File: src/design/urx_regs.svh
/*
 * Register offsets, field positions, reset values and command codes
 * of the receive path of one serial channel.
 * Assumes inclusion by bare name from the package and the design module.
 */
// Functional notes
// - Error flags set at character end, valid with ready
// - Status bit 0 set while FIFO holds data
// - Buffer read returns oldest entry, then pops it
// - Status bit 1 set when FIFO is full
// - Mode one bit 6 picks interrupt condition
// - Entries hold parity, framing, break; not overrun
// - Character mode shows head entry flags only
// - Block mode ORs flags until reset-error command
// - Status read never disturbs the FIFO
// - Character on full FIFO waits in shift register
// - Next start bit drops held character, sets overrun
// - Flow control negates RTS on a start bit while full, reasserts later
// - Disabled receiver keeps FIFO readable, drops pending character
// - Receiver reset clears FIFO, flags, RTS, interrupt; a same-cycle overrun set wins
// - Mode two bits 7:6 choose loop; echo blocks transmit
// - Local loopback feeds transmitter to receiver, pin marks
// - Remote loopback echoes bits, blocks both CPU paths
// - Parity mode 11 is multidrop; tag replaces parity
// - Transmit tag follows mode one bit 2 per character
// - Disabled multidrop receiver queues only address characters
// - Received tag stored in parity slot, status bit 5
// - Short characters get zero upper data bits
`ifndef URX_REGS_SVH
`define URX_REGS_SVH

// ----------------------------------------
// Register offsets
// ----------------------------------------
`define URX_ADDR_W 3
`define URX_OFS_MODE_ONE 3'h0
`define URX_OFS_MODE_TWO 3'h1
`define URX_OFS_STATUS 3'h2
`define URX_OFS_COMMAND 3'h3
`define URX_OFS_BUFFER 3'h4

// ----------------------------------------
// Field positions
// ----------------------------------------
`define URX_MR1_FLOW_BIT 7
`define URX_MR1_IRQ_SEL_BIT 6
`define URX_MR1_ERR_MODE_BIT 5
`define URX_MR1_PAR_HI 4
`define URX_MR1_PAR_LO 3
`define URX_MR1_TAG_BIT 2
`define URX_MR1_LEN_HI 1
`define URX_MR1_LEN_LO 0
`define URX_MR2_LOOP_HI 7
`define URX_MR2_LOOP_LO 6
`define URX_SR_READY_BIT 0
`define URX_SR_FULL_BIT 1
`define URX_SR_OVERRUN_BIT 4
`define URX_SR_PARITY_BIT 5
`define URX_SR_FRAME_BIT 6
`define URX_SR_BREAK_BIT 7

// ----------------------------------------
// Reset values and codes
// ----------------------------------------
`define URX_MR1_RESET 8'h00
`define URX_MR2_RESET 8'h00
`define URX_PAR_MULTIDROP 2'h3
`define URX_RX_ENABLE_CODE 2'h1
`define URX_RX_DISABLE_CODE 2'h2
`define URX_CMD_RESET_RX 4'h2
`define URX_CMD_RESET_ERR 4'h4
`define URX_CMD_ASSERT_RTS 4'h8
`define URX_CMD_NEGATE_RTS 4'h9

`endif

File: src/design/urx_pkg.sv
/*
 * Types shared by the receive path.
 * Assumes urx_regs.svh is on the include path.
 */
`include "urx_regs.svh"
package urx_pkg;
	typedef enum logic [1:0]
	{
		URX_LOOP_NORMAL,
		URX_LOOP_ECHO,
		URX_LOOP_LOCAL,
		URX_LOOP_REMOTE
	} urx_loop_e;

	typedef struct packed
	{
		logic brk;
		logic frame;
		logic par_tag;
		logic [7:0] data;
	} urx_entry_s;
endpackage

File: src/design/urx_rx_path.sv
/*
 * Receive FIFO, status, flow control, loop modes and multidrop tag
 * handling of one asynchronous serial channel.
 * Assumes a separate bit engine that reports start bits and finished
 * characters as one-cycle pulses, and a transmitter beside it.
 */
`include "urx_regs.svh"
module urx_rx_path
	import urx_pkg::*;
#(
	parameter int DEPTH = 16
)
(
	input wire logic sys_clk,
	input wire logic reset_n,
	input wire logic [`URX_ADDR_W-1:0] reg_addr,
	input wire logic [7:0] reg_wdata,
	input wire logic reg_wr,
	input wire logic reg_rd,
	output logic [7:0] reg_rdata,
	input wire logic rx_start_seen,
	input wire logic rx_char_done,
	input wire logic [7:0] rx_char_data,
	input wire logic rx_char_parity_err,
	input wire logic rx_char_tag,
	input wire logic rx_char_frame_err,
	input wire logic rx_char_break,
	output logic rx_engine_enable,
	output logic rx_serial_to_engine,
	input wire logic rxd_pin,
	input wire logic tx_engine_out,
	output logic txd_pin,
	input wire logic [7:0] tx_wdata,
	input wire logic tx_wr,
	output logic tx_load,
	output logic [7:0] tx_load_data,
	output logic tx_load_tag,
	output logic general_output_zero_n,
	output logic rx_irq_req
);

	// ----------------------------------------
	// Parameter check
	// ----------------------------------------
	localparam int PW = $clog2(DEPTH);

	generate
		if (DEPTH != 8 && DEPTH != 16)
		begin
			$error("urx_rx_path: DEPTH must be 8 or 16");
		end
	endgenerate

	// ----------------------------------------
	// Declarations
	// ----------------------------------------
	logic [7:0] mode_one_q;
	logic [7:0] mode_two_q;
	logic rx_enabled_q;
	logic overrun_q;
	logic [2:0] block_flags_q;
	logic hold_valid_q;
	urx_entry_s hold_q;
	logic rts_active_q;
	logic rts_held_off_q;
	logic txd_q;
	logic [7:0] rdata_q;
	logic tx_load_q;
	logic [7:0] tx_load_data_q;
	logic tx_load_tag_q;
	urx_entry_s fifo_mem [DEPTH];
	logic [PW:0] wr_ptr_q;
	logic [PW:0] rd_ptr_q;

	logic wr_mode_one;
	logic wr_mode_two;
	logic wr_command;
	logic rd_buffer;
	logic [3:0] cmd_code;
	logic rx_reset_cmd;
	logic err_reset_cmd;
	logic enable_cmd;
	logic disable_cmd;
	logic multidrop;
	urx_loop_e loop_mode;
	logic fifo_empty;
	logic fifo_full;
	logic pop;
	logic space;
	urx_entry_s new_entry;
	logic new_ok;
	logic push;
	urx_entry_s push_entry;
	logic hold_load;
	urx_entry_s head;
	logic [7:0] data_mask;
	logic [7:0] status;

	// ----------------------------------------
	// Register decode
	// ----------------------------------------
	assign wr_mode_one = reg_wr && reg_addr == `URX_OFS_MODE_ONE;
	assign wr_mode_two = reg_wr && reg_addr == `URX_OFS_MODE_TWO;
	assign wr_command = reg_wr && reg_addr == `URX_OFS_COMMAND;
	assign rd_buffer = reg_rd && reg_addr == `URX_OFS_BUFFER;
	assign cmd_code = reg_wdata[7:4];
	assign rx_reset_cmd = wr_command && cmd_code == `URX_CMD_RESET_RX;
	assign err_reset_cmd = wr_command && cmd_code == `URX_CMD_RESET_ERR;
	assign enable_cmd = wr_command && reg_wdata[1:0] == `URX_RX_ENABLE_CODE;
	assign disable_cmd = wr_command && reg_wdata[1:0] == `URX_RX_DISABLE_CODE;
	assign multidrop = mode_one_q[`URX_MR1_PAR_HI:`URX_MR1_PAR_LO] == `URX_PAR_MULTIDROP;
	assign loop_mode = urx_loop_e'(mode_two_q[`URX_MR2_LOOP_HI:`URX_MR2_LOOP_LO]);

	always_ff @(posedge sys_clk or negedge reset_n)
	begin
		if (!reset_n)
			mode_one_q <= `URX_MR1_RESET;
		else if (wr_mode_one)
			mode_one_q <= reg_wdata;
	end

	always_ff @(posedge sys_clk or negedge reset_n)
	begin
		if (!reset_n)
			mode_two_q <= `URX_MR2_RESET;
		else if (wr_mode_two)
			mode_two_q <= reg_wdata;
	end

	// ----------------------------------------
	// Receiver enable
	// ----------------------------------------
	// Reset needs a fresh enable, even if the same write carries one
	always_ff @(posedge sys_clk or negedge reset_n)
	begin
		if (!reset_n)
			rx_enabled_q <= 1'b0;
		else if (rx_reset_cmd || disable_cmd)
			rx_enabled_q <= 1'b0;
		else if (enable_cmd)
			rx_enabled_q <= 1'b1;
	end

	// Multidrop keeps the engine watching while disabled
	assign rx_engine_enable = rx_enabled_q || multidrop;

	// ----------------------------------------
	// Incoming character
	// ----------------------------------------
	always_comb
	begin
		case (mode_one_q[`URX_MR1_LEN_HI:`URX_MR1_LEN_LO])
			2'h0: data_mask = 8'h1F;
			2'h1: data_mask = 8'h3F;
			2'h2: data_mask = 8'h7F;
			default: data_mask = 8'hFF;
		endcase
	end

	always_comb
	begin
		new_entry.data = rx_char_data & data_mask;
		new_entry.par_tag = multidrop ? rx_char_tag : rx_char_parity_err;
		new_entry.frame = rx_char_frame_err;
		new_entry.brk = rx_char_break;
	end

	// Remote loopback cuts the CPU off from received data
	assign new_ok = rx_char_done && loop_mode != URX_LOOP_REMOTE &&
		(rx_enabled_q || (multidrop && rx_char_tag));

	// ----------------------------------------
	// FIFO
	// ----------------------------------------
	assign fifo_empty = wr_ptr_q == rd_ptr_q;
	assign fifo_full = wr_ptr_q[PW-1:0] == rd_ptr_q[PW-1:0] && wr_ptr_q[PW] != rd_ptr_q[PW];
	assign pop = rd_buffer && !fifo_empty;
	assign space = !fifo_full || pop;
	assign head = fifo_mem[rd_ptr_q[PW-1:0]];

	// Held character has priority: it is older than anything new
	always_comb
	begin
		push = 1'b0;
		hold_load = 1'b0;
		push_entry = new_entry;
		if (!rx_reset_cmd)
		begin
			if (hold_valid_q && space)
			begin
				push = 1'b1;
				push_entry = hold_q;
			end
			else if (new_ok && space && !hold_valid_q)
				push = 1'b1;
			else if (new_ok)
				hold_load = 1'b1;
		end
	end

	always_ff @(posedge sys_clk)
	begin
		if (push)
			fifo_mem[wr_ptr_q[PW-1:0]] <= push_entry;
	end

	always_ff @(posedge sys_clk or negedge reset_n)
	begin
		if (!reset_n)
			wr_ptr_q <= '0;
		else if (rx_reset_cmd)
			wr_ptr_q <= '0;
		else if (push)
			wr_ptr_q <= wr_ptr_q + 1'b1;
	end

	always_ff @(posedge sys_clk or negedge reset_n)
	begin
		if (!reset_n)
			rd_ptr_q <= '0;
		else if (rx_reset_cmd)
			rd_ptr_q <= '0;
		else if (pop)
			rd_ptr_q <= rd_ptr_q + 1'b1;
	end

	// ----------------------------------------
	// Shift register hold and overrun
	// ----------------------------------------
	always_ff @(posedge sys_clk or negedge reset_n)
	begin
		if (!reset_n)
			hold_valid_q <= 1'b0;
		else if (rx_reset_cmd || disable_cmd)
			hold_valid_q <= 1'b0;
		else if (hold_load)
			hold_valid_q <= 1'b1;
		else if (hold_valid_q && space)
			hold_valid_q <= 1'b0;
		else if (rx_start_seen && hold_valid_q)
			hold_valid_q <= 1'b0;
	end

	always_ff @(posedge sys_clk or negedge reset_n)
	begin
		if (!reset_n)
			hold_q <= '0;
		else if (hold_load)
			hold_q <= new_entry;
	end

	// Set wins over the reset-error clear
	always_ff @(posedge sys_clk or negedge reset_n)
	begin
		if (!reset_n)
			overrun_q <= 1'b0;
		else if (rx_start_seen && hold_valid_q && !space)
			overrun_q <= 1'b1;
		else if (rx_reset_cmd || err_reset_cmd)
			overrun_q <= 1'b0;
	end

	// ----------------------------------------
	// Block mode accumulation
	// ----------------------------------------
	always_ff @(posedge sys_clk or negedge reset_n)
	begin
		if (!reset_n)
			block_flags_q <= 3'h0;
		else if (rx_reset_cmd)
			block_flags_q <= 3'h0;
		else
			block_flags_q <= (err_reset_cmd ? 3'h0 : block_flags_q) |
				(push ? {push_entry.brk, push_entry.frame, push_entry.par_tag} : 3'h0);
	end

	// ----------------------------------------
	// Status
	// ----------------------------------------
	// Character mode flags are meaningless on an empty FIFO, so show zero
	always_comb
	begin
		status = 8'h00;
		status[`URX_SR_READY_BIT] = !fifo_empty;
		status[`URX_SR_FULL_BIT] = fifo_full;
		status[`URX_SR_OVERRUN_BIT] = overrun_q;
		if (mode_one_q[`URX_MR1_ERR_MODE_BIT])
		begin
			status[`URX_SR_PARITY_BIT] = block_flags_q[0];
			status[`URX_SR_FRAME_BIT] = block_flags_q[1];
			status[`URX_SR_BREAK_BIT] = block_flags_q[2];
		end
		else if (!fifo_empty)
		begin
			status[`URX_SR_PARITY_BIT] = head.par_tag;
			status[`URX_SR_FRAME_BIT] = head.frame;
			status[`URX_SR_BREAK_BIT] = head.brk;
		end
	end

	// ----------------------------------------
	// Read data
	// ----------------------------------------
	always_ff @(posedge sys_clk or negedge reset_n)
	begin
		if (!reset_n)
			rdata_q <= 8'h00;
		else if (reg_rd)
		begin
			case (reg_addr)
				`URX_OFS_MODE_ONE: rdata_q <= mode_one_q;
				`URX_OFS_MODE_TWO: rdata_q <= mode_two_q;
				`URX_OFS_STATUS: rdata_q <= status;
				`URX_OFS_BUFFER: rdata_q <= fifo_empty ? 8'h00 : head.data;
				default: rdata_q <= 8'h00;
			endcase
		end
		else
			rdata_q <= 8'h00;
	end

	assign reg_rdata = rdata_q;

	// ----------------------------------------
	// Receiver flow control
	// ----------------------------------------
	// Manual assert needed first; afterwards the receiver steers it
	always_ff @(posedge sys_clk or negedge reset_n)
	begin
		if (!reset_n)
			rts_active_q <= 1'b0;
		else if (rx_reset_cmd)
			rts_active_q <= 1'b0;
		else if (wr_command && cmd_code == `URX_CMD_ASSERT_RTS)
			rts_active_q <= 1'b1;
		else if (wr_command && cmd_code == `URX_CMD_NEGATE_RTS)
			rts_active_q <= 1'b0;
		else if (mode_one_q[`URX_MR1_FLOW_BIT] && rx_start_seen && fifo_full && !pop)
			rts_active_q <= 1'b0;
		else if (rts_held_off_q && !fifo_full)
			rts_active_q <= 1'b1;
	end

	always_ff @(posedge sys_clk or negedge reset_n)
	begin
		if (!reset_n)
			rts_held_off_q <= 1'b0;
		else if (rx_reset_cmd || !mode_one_q[`URX_MR1_FLOW_BIT])
			rts_held_off_q <= 1'b0;
		else if (rx_start_seen && fifo_full && !pop && rts_active_q)
			rts_held_off_q <= 1'b1;
		else if (!fifo_full)
			rts_held_off_q <= 1'b0;
	end

	assign general_output_zero_n = !rts_active_q;

	// ----------------------------------------
	// Receive interrupt request
	// ----------------------------------------
	// Cleared with the FIFO on receiver reset
	assign rx_irq_req = mode_one_q[`URX_MR1_IRQ_SEL_BIT] ? fifo_full : !fifo_empty;

	// ----------------------------------------
	// Loop modes
	// ----------------------------------------
	assign rx_serial_to_engine = loop_mode == URX_LOOP_LOCAL ? tx_engine_out : rxd_pin;

	always_ff @(posedge sys_clk or negedge reset_n)
	begin
		if (!reset_n)
			txd_q <= 1'b1;
		else
		begin
			case (loop_mode)
				URX_LOOP_ECHO: txd_q <= rxd_pin;
				URX_LOOP_REMOTE: txd_q <= rxd_pin;
				URX_LOOP_LOCAL: txd_q <= 1'b1;
				default: txd_q <= tx_engine_out;
			endcase
		end
	end

	assign txd_pin = txd_q;

	// ----------------------------------------
	// Transmit load with tag
	// ----------------------------------------
	// Tag sampled per character, so the mode bit may change at once
	always_ff @(posedge sys_clk or negedge reset_n)
	begin
		if (!reset_n)
			tx_load_q <= 1'b0;
		else
			tx_load_q <= tx_wr && loop_mode != URX_LOOP_ECHO && loop_mode != URX_LOOP_REMOTE;
	end

	always_ff @(posedge sys_clk or negedge reset_n)
	begin
		if (!reset_n)
		begin
			tx_load_data_q <= 8'h00;
			tx_load_tag_q <= 1'b0;
		end
		else if (tx_wr)
		begin
			tx_load_data_q <= tx_wdata;
			tx_load_tag_q <= multidrop && mode_one_q[`URX_MR1_TAG_BIT];
		end
	end

	assign tx_load = tx_load_q;
	assign tx_load_data = tx_load_data_q;
	assign tx_load_tag = tx_load_tag_q;

endmodule

File: config.mk
export PLATFORM = sky130hd
export DESIGN_NAME = urx_rx_path
export DESIGN_NICKNAME = d
export VERILOG_FILES = /design/src/design/urx_pkg.sv /design/src/design/urx_rx_path.sv
export VERILOG_INCLUDE_DIRS = /design/src /design/src/design
export SDC_FILE = /design/constraint.sdc
export NUM_CORES = 1
export LEC_CHECK = 0
export BUFFER_PORTS_ARGS = -buffer_cell sky130_fd_sc_hd__buf_2
export CORE_MARGIN = 1
export CORE_UTILIZATION = 52
export DETAILED_ROUTE_END_ITERATION = 8
export HOLD_SLACK_MARGIN = 0.15
export PLACE_DENSITY_LB_ADDON = 0.12
export SETUP_SLACK_MARGIN = 0.05
export SYNTH_ARGS = -nofsm -noshare
export SYNTH_HDL_FRONTEND = slang
export SYNTH_SLANG_ARGS = --single-unit
export TNS_END_PERCENT = 50
File: constraint.sdc
create_clock -name sys_clk -period 2.17 [get_ports sys_clk]
set_input_delay 0.434 -clock sys_clk [delete_from_list [all_inputs] [get_ports sys_clk]]
set_output_delay 0.434 -clock sys_clk [all_outputs]
set_load 0.01 [all_outputs]
# --- Yosys cells after proc, flatten, opt, wreduce, memory -nomap -nowiden ---
# Memory sizes are Yosys's and may differ from the RTL's.
# Cells that the tools add are included.
word_totals:
  reg_bits: 64
  latch_bits: 0
  mem_bits_rw: 176
  rom_bits: 0
  input_bits: 40
  out_inout_bits: 23
  wordCells: 142
  memories: 1
memory_table:
  columns: ["memory", "words", "word_bits", "read_ports", "rd_clocked_by_memory_dff", "write_ports", "line", "text"]
  rows:
  - ["fifo_mem", 16, 11, 1, 0, 1, "urx_rx_path.sv:71", "urx_entry_s fifo_mem [DEPTH];"]
classes:
  n_addsub: 2
  n_mul: 0
  div_mod_pow: 0
  order_cmp: 0
  n_eq_ne: 22
  shift: 0
  muxes: 44
  bitwise_logic: 2
  n_reduce_logical: 52
ops:
  columns: ["operator", "n"]
  rows:
  - ["one-hot mux 8 bit (4 select lines)", 1]
  - ["logical AND 1 bit", 30]
  - ["two-way mux 1 bit", 28]
  - ["one-hot mux 8 bit (3 select lines)", 1]
  - ["two-way mux 11 bit", 2]
  - ["two-way mux 5 bit", 4]
  - ["two-way mux 8 bit", 2]
  - ["two-way mux 3 bit", 5]
  - ["adder 5 x 1 -> 5 bit (second input constant)", 2]
  - ["equality test 2 bit (second input constant)", 5]
  - ["AND 8 bit", 1]
  - ["equality test 4 bit (second input constant)", 2]
  - ["nonzero test 2 bit", 4]
  - ["logical NOT 1 bit", 7]
  - ["equality test 2 x 1 -> 1 bit (second input constant)", 3]
  - ["equality test 3 x 2 -> 1 bit (second input constant)", 2]
  - ["logical OR 1 bit", 6]
  - ["equality test 5 bit", 1]
  - ["nonzero test 5 bit", 1]
  - ["equality test 4 x 2 -> 1 bit (second input constant)", 1]
  - ["equality test 4 x 3 -> 1 bit (second input constant)", 1]
  - ["equality test 4 bit", 1]
  - ["nonzero test 4 bit", 1]
  - ["equality test 3 x 1 -> 1 bit (second input constant)", 1]
  - ["10 further kinds", 10]

# --- Depth between registers and ports, before layout ---
depth:
  word_depth: 12
  depth_mapped: 8
  mapped_depth_nobuf: 5

# --- Worst setup path after synthesis ---
# OpenSTA, ideal clock, no wires.
synth_path:
  path_type: "register -> register"
  start: "reg rd_ptr_q[1]"
  end: "mem fifo_mem[0][8] (netlist name) (data pin)"
  setup_ns: 0.291
  arrival_time_ns: 1.983
  required_ns: 1.879
  setup_slack_ns: -0.105
  path_stages_with_launch: 8
  n_path_buf: 2
  cell_sequence: "dfrtp_1 > buf_2 > xnor2_1 > nand4_4 > o311ai_4 > buf_6 > nor2_1 > a21oi_1"
synth_rtl:
  columns: ["item", "line", "text"]
  rows:
  - ["start: declaration", "urx_rx_path.sv:73", "logic [PW:0] rd_ptr_q;"]
  - ["start signal: assignment", "urx_rx_path.sv:224", "rd_ptr_q <= rd_ptr_q + 1'b1;"]
  - ["end: declaration", "urx_rx_path.sv:71", null]

# --- Worst setup path in the final report ---
layout_path:
  start: "reg wr_ptr_q[3]"
  end: "out rx_irq_req"
layout_via:
  elab_chain_cells: 3
  elab_cells_between_ends: 5
  classes_between: "2 x eq/ne; 1 x mux; 2 x reduce/logical"
layout_rtl:
  columns: ["item", "line", "text"]
  rows:
  - ["start: declaration", "urx_rx_path.sv:72", "logic [PW:0] wr_ptr_q;"]
  - ["start signal: assignment", "urx_rx_path.sv:214", "wr_ptr_q <= wr_ptr_q + 1'b1;"]
  - ["equality test 5 bit or equality test 4 bit (tied branches)", "urx_rx_path.sv:175, urx_rx_path.sv:176", null]
  - ["logical NOT 1 bit or logical AND 1 bit (tied branches)", "urx_rx_path.sv:362, urx_rx_path.sv:176", null]
  - ["two-way mux 1 bit *", "urx_rx_path.sv:362", "assign rx_irq_req = mode_one_q[`URX_MR1_IRQ_SEL_BIT] ? fifo_full : !fifo_empty;"]
  - ["end: declaration", "urx_rx_path.sv:39", "output logic rx_irq_req"]
# Every way passes the cells marked *; elsewhere a longest branch is shown, timed or not.

==> results.json <==
{
  "root_buffer": "clkbuf_16",
  "synthTopCellsByCount": "edfxtp_1, dfrtp_1, mux2_2, mux4_2, nand2_1",
  "ir_drop_uv": 826,
  "rows": 50,
  "ys_seq_elements": 240,
  "timing.hold.ws_ns": 0.156,
  "cts.reportedPaths.clkPinSlew_ns": 0.06,
  "drt-total-wl_microns": 23600,
  "yosysMostFrequentCell": "edfxtp_1",
  "grt_pass1_wl_microns": 35500,
  "fin_nets": 771,
  "end_kind": "output pin",
  "ys_seq_area_share_pct": 67.6,
  "die_h_microns": 142,
  "core_area_sq_mm": 0.0190,
  "seqPwrFrac_pct": 41.7,
  "netlist_area_sq_mm": 0.0102,
  "avgSynthCellArea_sq_um": 17.7,
  "synth_edf_count": 176,
  "p_switching_uw": 4060,
  "drc": 0,
  "cp_slowest_stage_delay_ns": 0.42,
  "p_int_uw": 9860,
  "syn_inst": 577,
  "yosysTopAreaCellShare_pct": 51.8,
  "place_inst": 944,
  "failed_checks": "negative setup slack",
  "avgRoutedWirePerCell_microns": 23.5,
  "async_flop_share_pct": 26.7,
  "swShare_pct": 29.2,
  "antennaDiodeCount": 0,
  "io_pins": 63,
  "tightest_slew_ns": 0.552,
  "layout_setup_ws_ns": -0.0785,
  "synth_warnings": 0,
  "dr.first_iter.drc_count": 512,
  "rsz0062_at_grt": "true",
  "setup_viol_count_final": 1,
  "drive_above_1_share_pct": 38.9,
  "postRouteAntennaNets": 0,
  "relSlewSlack_pct": 62.6,
  "ys_types": 66,
  "crit_slowest_cell": "dfrtp_1",
  "status": "complete, but fails checks",
  "maxSlewViolCount": 0,
  "path_buf_inv": 3,
  "cts_tree": "done",
  "max_cap_violations": 0,
  "cts_sinks": 240,
  "finalHoldViolCount": 0,
  "insertion_delay_ns": 0.53,
  "area_growth_pct": 22.3,
  "dpl.hpwl_microns": 16100,
  "syn_nets": 622,
  "p_per_area_mw_per_mm2": 1120,
  "fmax_ghz": 0.445,
  "crit_path_max_fanout": 5,
  "period_share_pct": 104,
  "antenna_found_initial": 0,
  "finClkSkew_ns": 0.0128,
  "arrival_ns": 1.81,
  "clk_path_buf_depth": 3,
  "ys.flop_type": "edfxtp_1",
  "synthTopCellsByArea": "edfxtp_1, dfrtp_1, mux4_2",
  "p_leak_uw": 0.00470,
  "globalplace.congestion": 0.923,
  "overflow": 0,
  "cp.required_ns": 1.74,
  "instances_no_fill": 1002,
  "hold_path.class": "input pin to flip-flop",
  "numCtsBuffers": 25,
  "die_area_sq_mm": 0.0202,
  "vias": 5808,
  "setup.worst_path.start_class": "flip-flop",
  "worstPathCellList": "xnor2_2 -> nand4_4 -> buf_6 -> buf_8 -> a21oi_2 -> buf_2",
  "p_clk_share_pct": 28.1,
  "first_pass_iters": 5,
  "crit_family": "flip-flops",
  "grt_max_degree": 33,
  "grt_pass1_vias": 6022,
  "synth_top_cell_by_area": "edfxtp_1",
  "combinationalPowerShare_pct": 30.2,
  "vias_per_cell": 5.80,
  "period_needed_ns": 2.25,
  "htreeDepth": 1,
  "grt_usage_pct": 24.4,
  "die_x_microns": 142,
  "start_util_pct": 53.8,
  "numPortBuffers": 62,
  "crit_type": "flip-flop to output pin"
}
-- state kept, by name, summed over array words and instances, names as in the netlist --
register	flops
fifo_mem	176
hold_q	11
mode_one_q	8
mode_two_q	8
reg_rdata	8
tx_load_data	8
rd_ptr_q	5
wr_ptr_q	5
block_flags_q	3
hold_valid_q	1
overrun_q	1
rts_active_q	1
rts_held_off_q	1
rx_enabled_q	1
tx_load	1
tx_load_tag	1
txd_pin	1
-- area by class of cell --
cell class / count / area (sq um)
Clock buffer: 28 / 637
Tap cell: 260 / 325
Clock inverter: 15 / 104
Timing Repair Buffer: 149 / 1310
Sequential cell: 240 / 6890
Inverter: 14 / 52.6
Fill cell: 1329 / 6490
Multi-Input combinational cell: 296 / 3150
-- per-stage QoR --
step	utilization, %	TNS (ns)	setup slack (ns)	total power, uW	cell area (sq um)
global route	65.8	-11.84	-0.165	14400	12500
CTS	65.1	-0.126	-0.126	13800	12300
finish	65.8	-0.0785	-0.0785	13900	12500
detailed placement	60.4	-60.36	-0.240	9720	11500
floorplan	-	0	0.0189	8210	10200
global placement	60.4	-50.26	-0.212	9650	11500
-- metal layers --
metal,global-route usage (%),share of wire [%]
met2,40.3,49
met5,0,0
met3,3.94,5.5
met1,32.9,43
met4,9.11,2.8
-- worst register-to-register path, cell delays in order, from the launching register on --
cell and delay [ns]:
dfrtp_2 0.42, buf_4 0.14, buf_12 0.14, mux4_1 0.54, and2_1 0.18, a211oi_2 0.27
nor3_2 0.08, a221o_1 0.27
-- repair_timing --
item                       CTS  global route
resized for setup           21            28
pin swaps                    6             7
setup endpoints to repair  368           354
hold endpoints to repair    29             0
hold buffers                10             0
setup buffers                3             3
-- cells by family (layout without fill, tap and decap cells) --
logic type | Yosys count | after routing | share of synthesized area [%]
flip-flops | 240 | 240 | 67.6
multiplexers | 108 | 108 | 17.8
AND/OR/NAND/NOR | 108 | 108 | 5.96
AO/OA/AOI/OAI | 66 | 66 | 4.69
buffers and inverters | 41 | 206 | 2.38
XOR/XNOR | 9 | 9 | 0.994
adder cells (fa/ha/maj) | 5 | 5 | 0.614
-- path summary, 6_finish.rpt --
kind	start	endpoint	slack [ns]	cells past startpoint
min	tx_wdata[1]	tx_load_data[1]	0.16	2
min reg2reg	hold_q[3]	hold_q[3]	0.50	1
max reg2reg	rd_ptr_q[0]	reg_rdata[5]	0.01	7
min in group asynchronous	reset_n	mode_two_q[6]	0.43	2
max	wr_ptr_q[3]	rx_irq_req	-0.08	6
max in group asynchronous	reset_n	tx_load_data[6]	1.17	3
-- placed cells by master (no fill, tap or decap), types with 11 or more instances in the layout --
master and instances:
dfrtp_1 62, clkbuf_16 25, nor2_1 20, mux2_4 11, mux2_2 26, o21ai_0 12, buf_2 62, mux2i_1 14
buf_12 24, inv_1 12, mux4_2 38, edfxtp_1 176, a21oi_1 13, nand2_1 26, buf_4 48, and2_2 12
-- power by group through the flow --
stage               combinational, uW  sequential (uW)  clock (uW)
finish                           4200             5810        3920
global route                     4480             5850        4120
floorplan                        2410             5810           0
global placement                 3780             5870           0
detailed placement               3830             5890           0
CTS                              4030             5810        3970
Power figures use the tool's default switching activity.
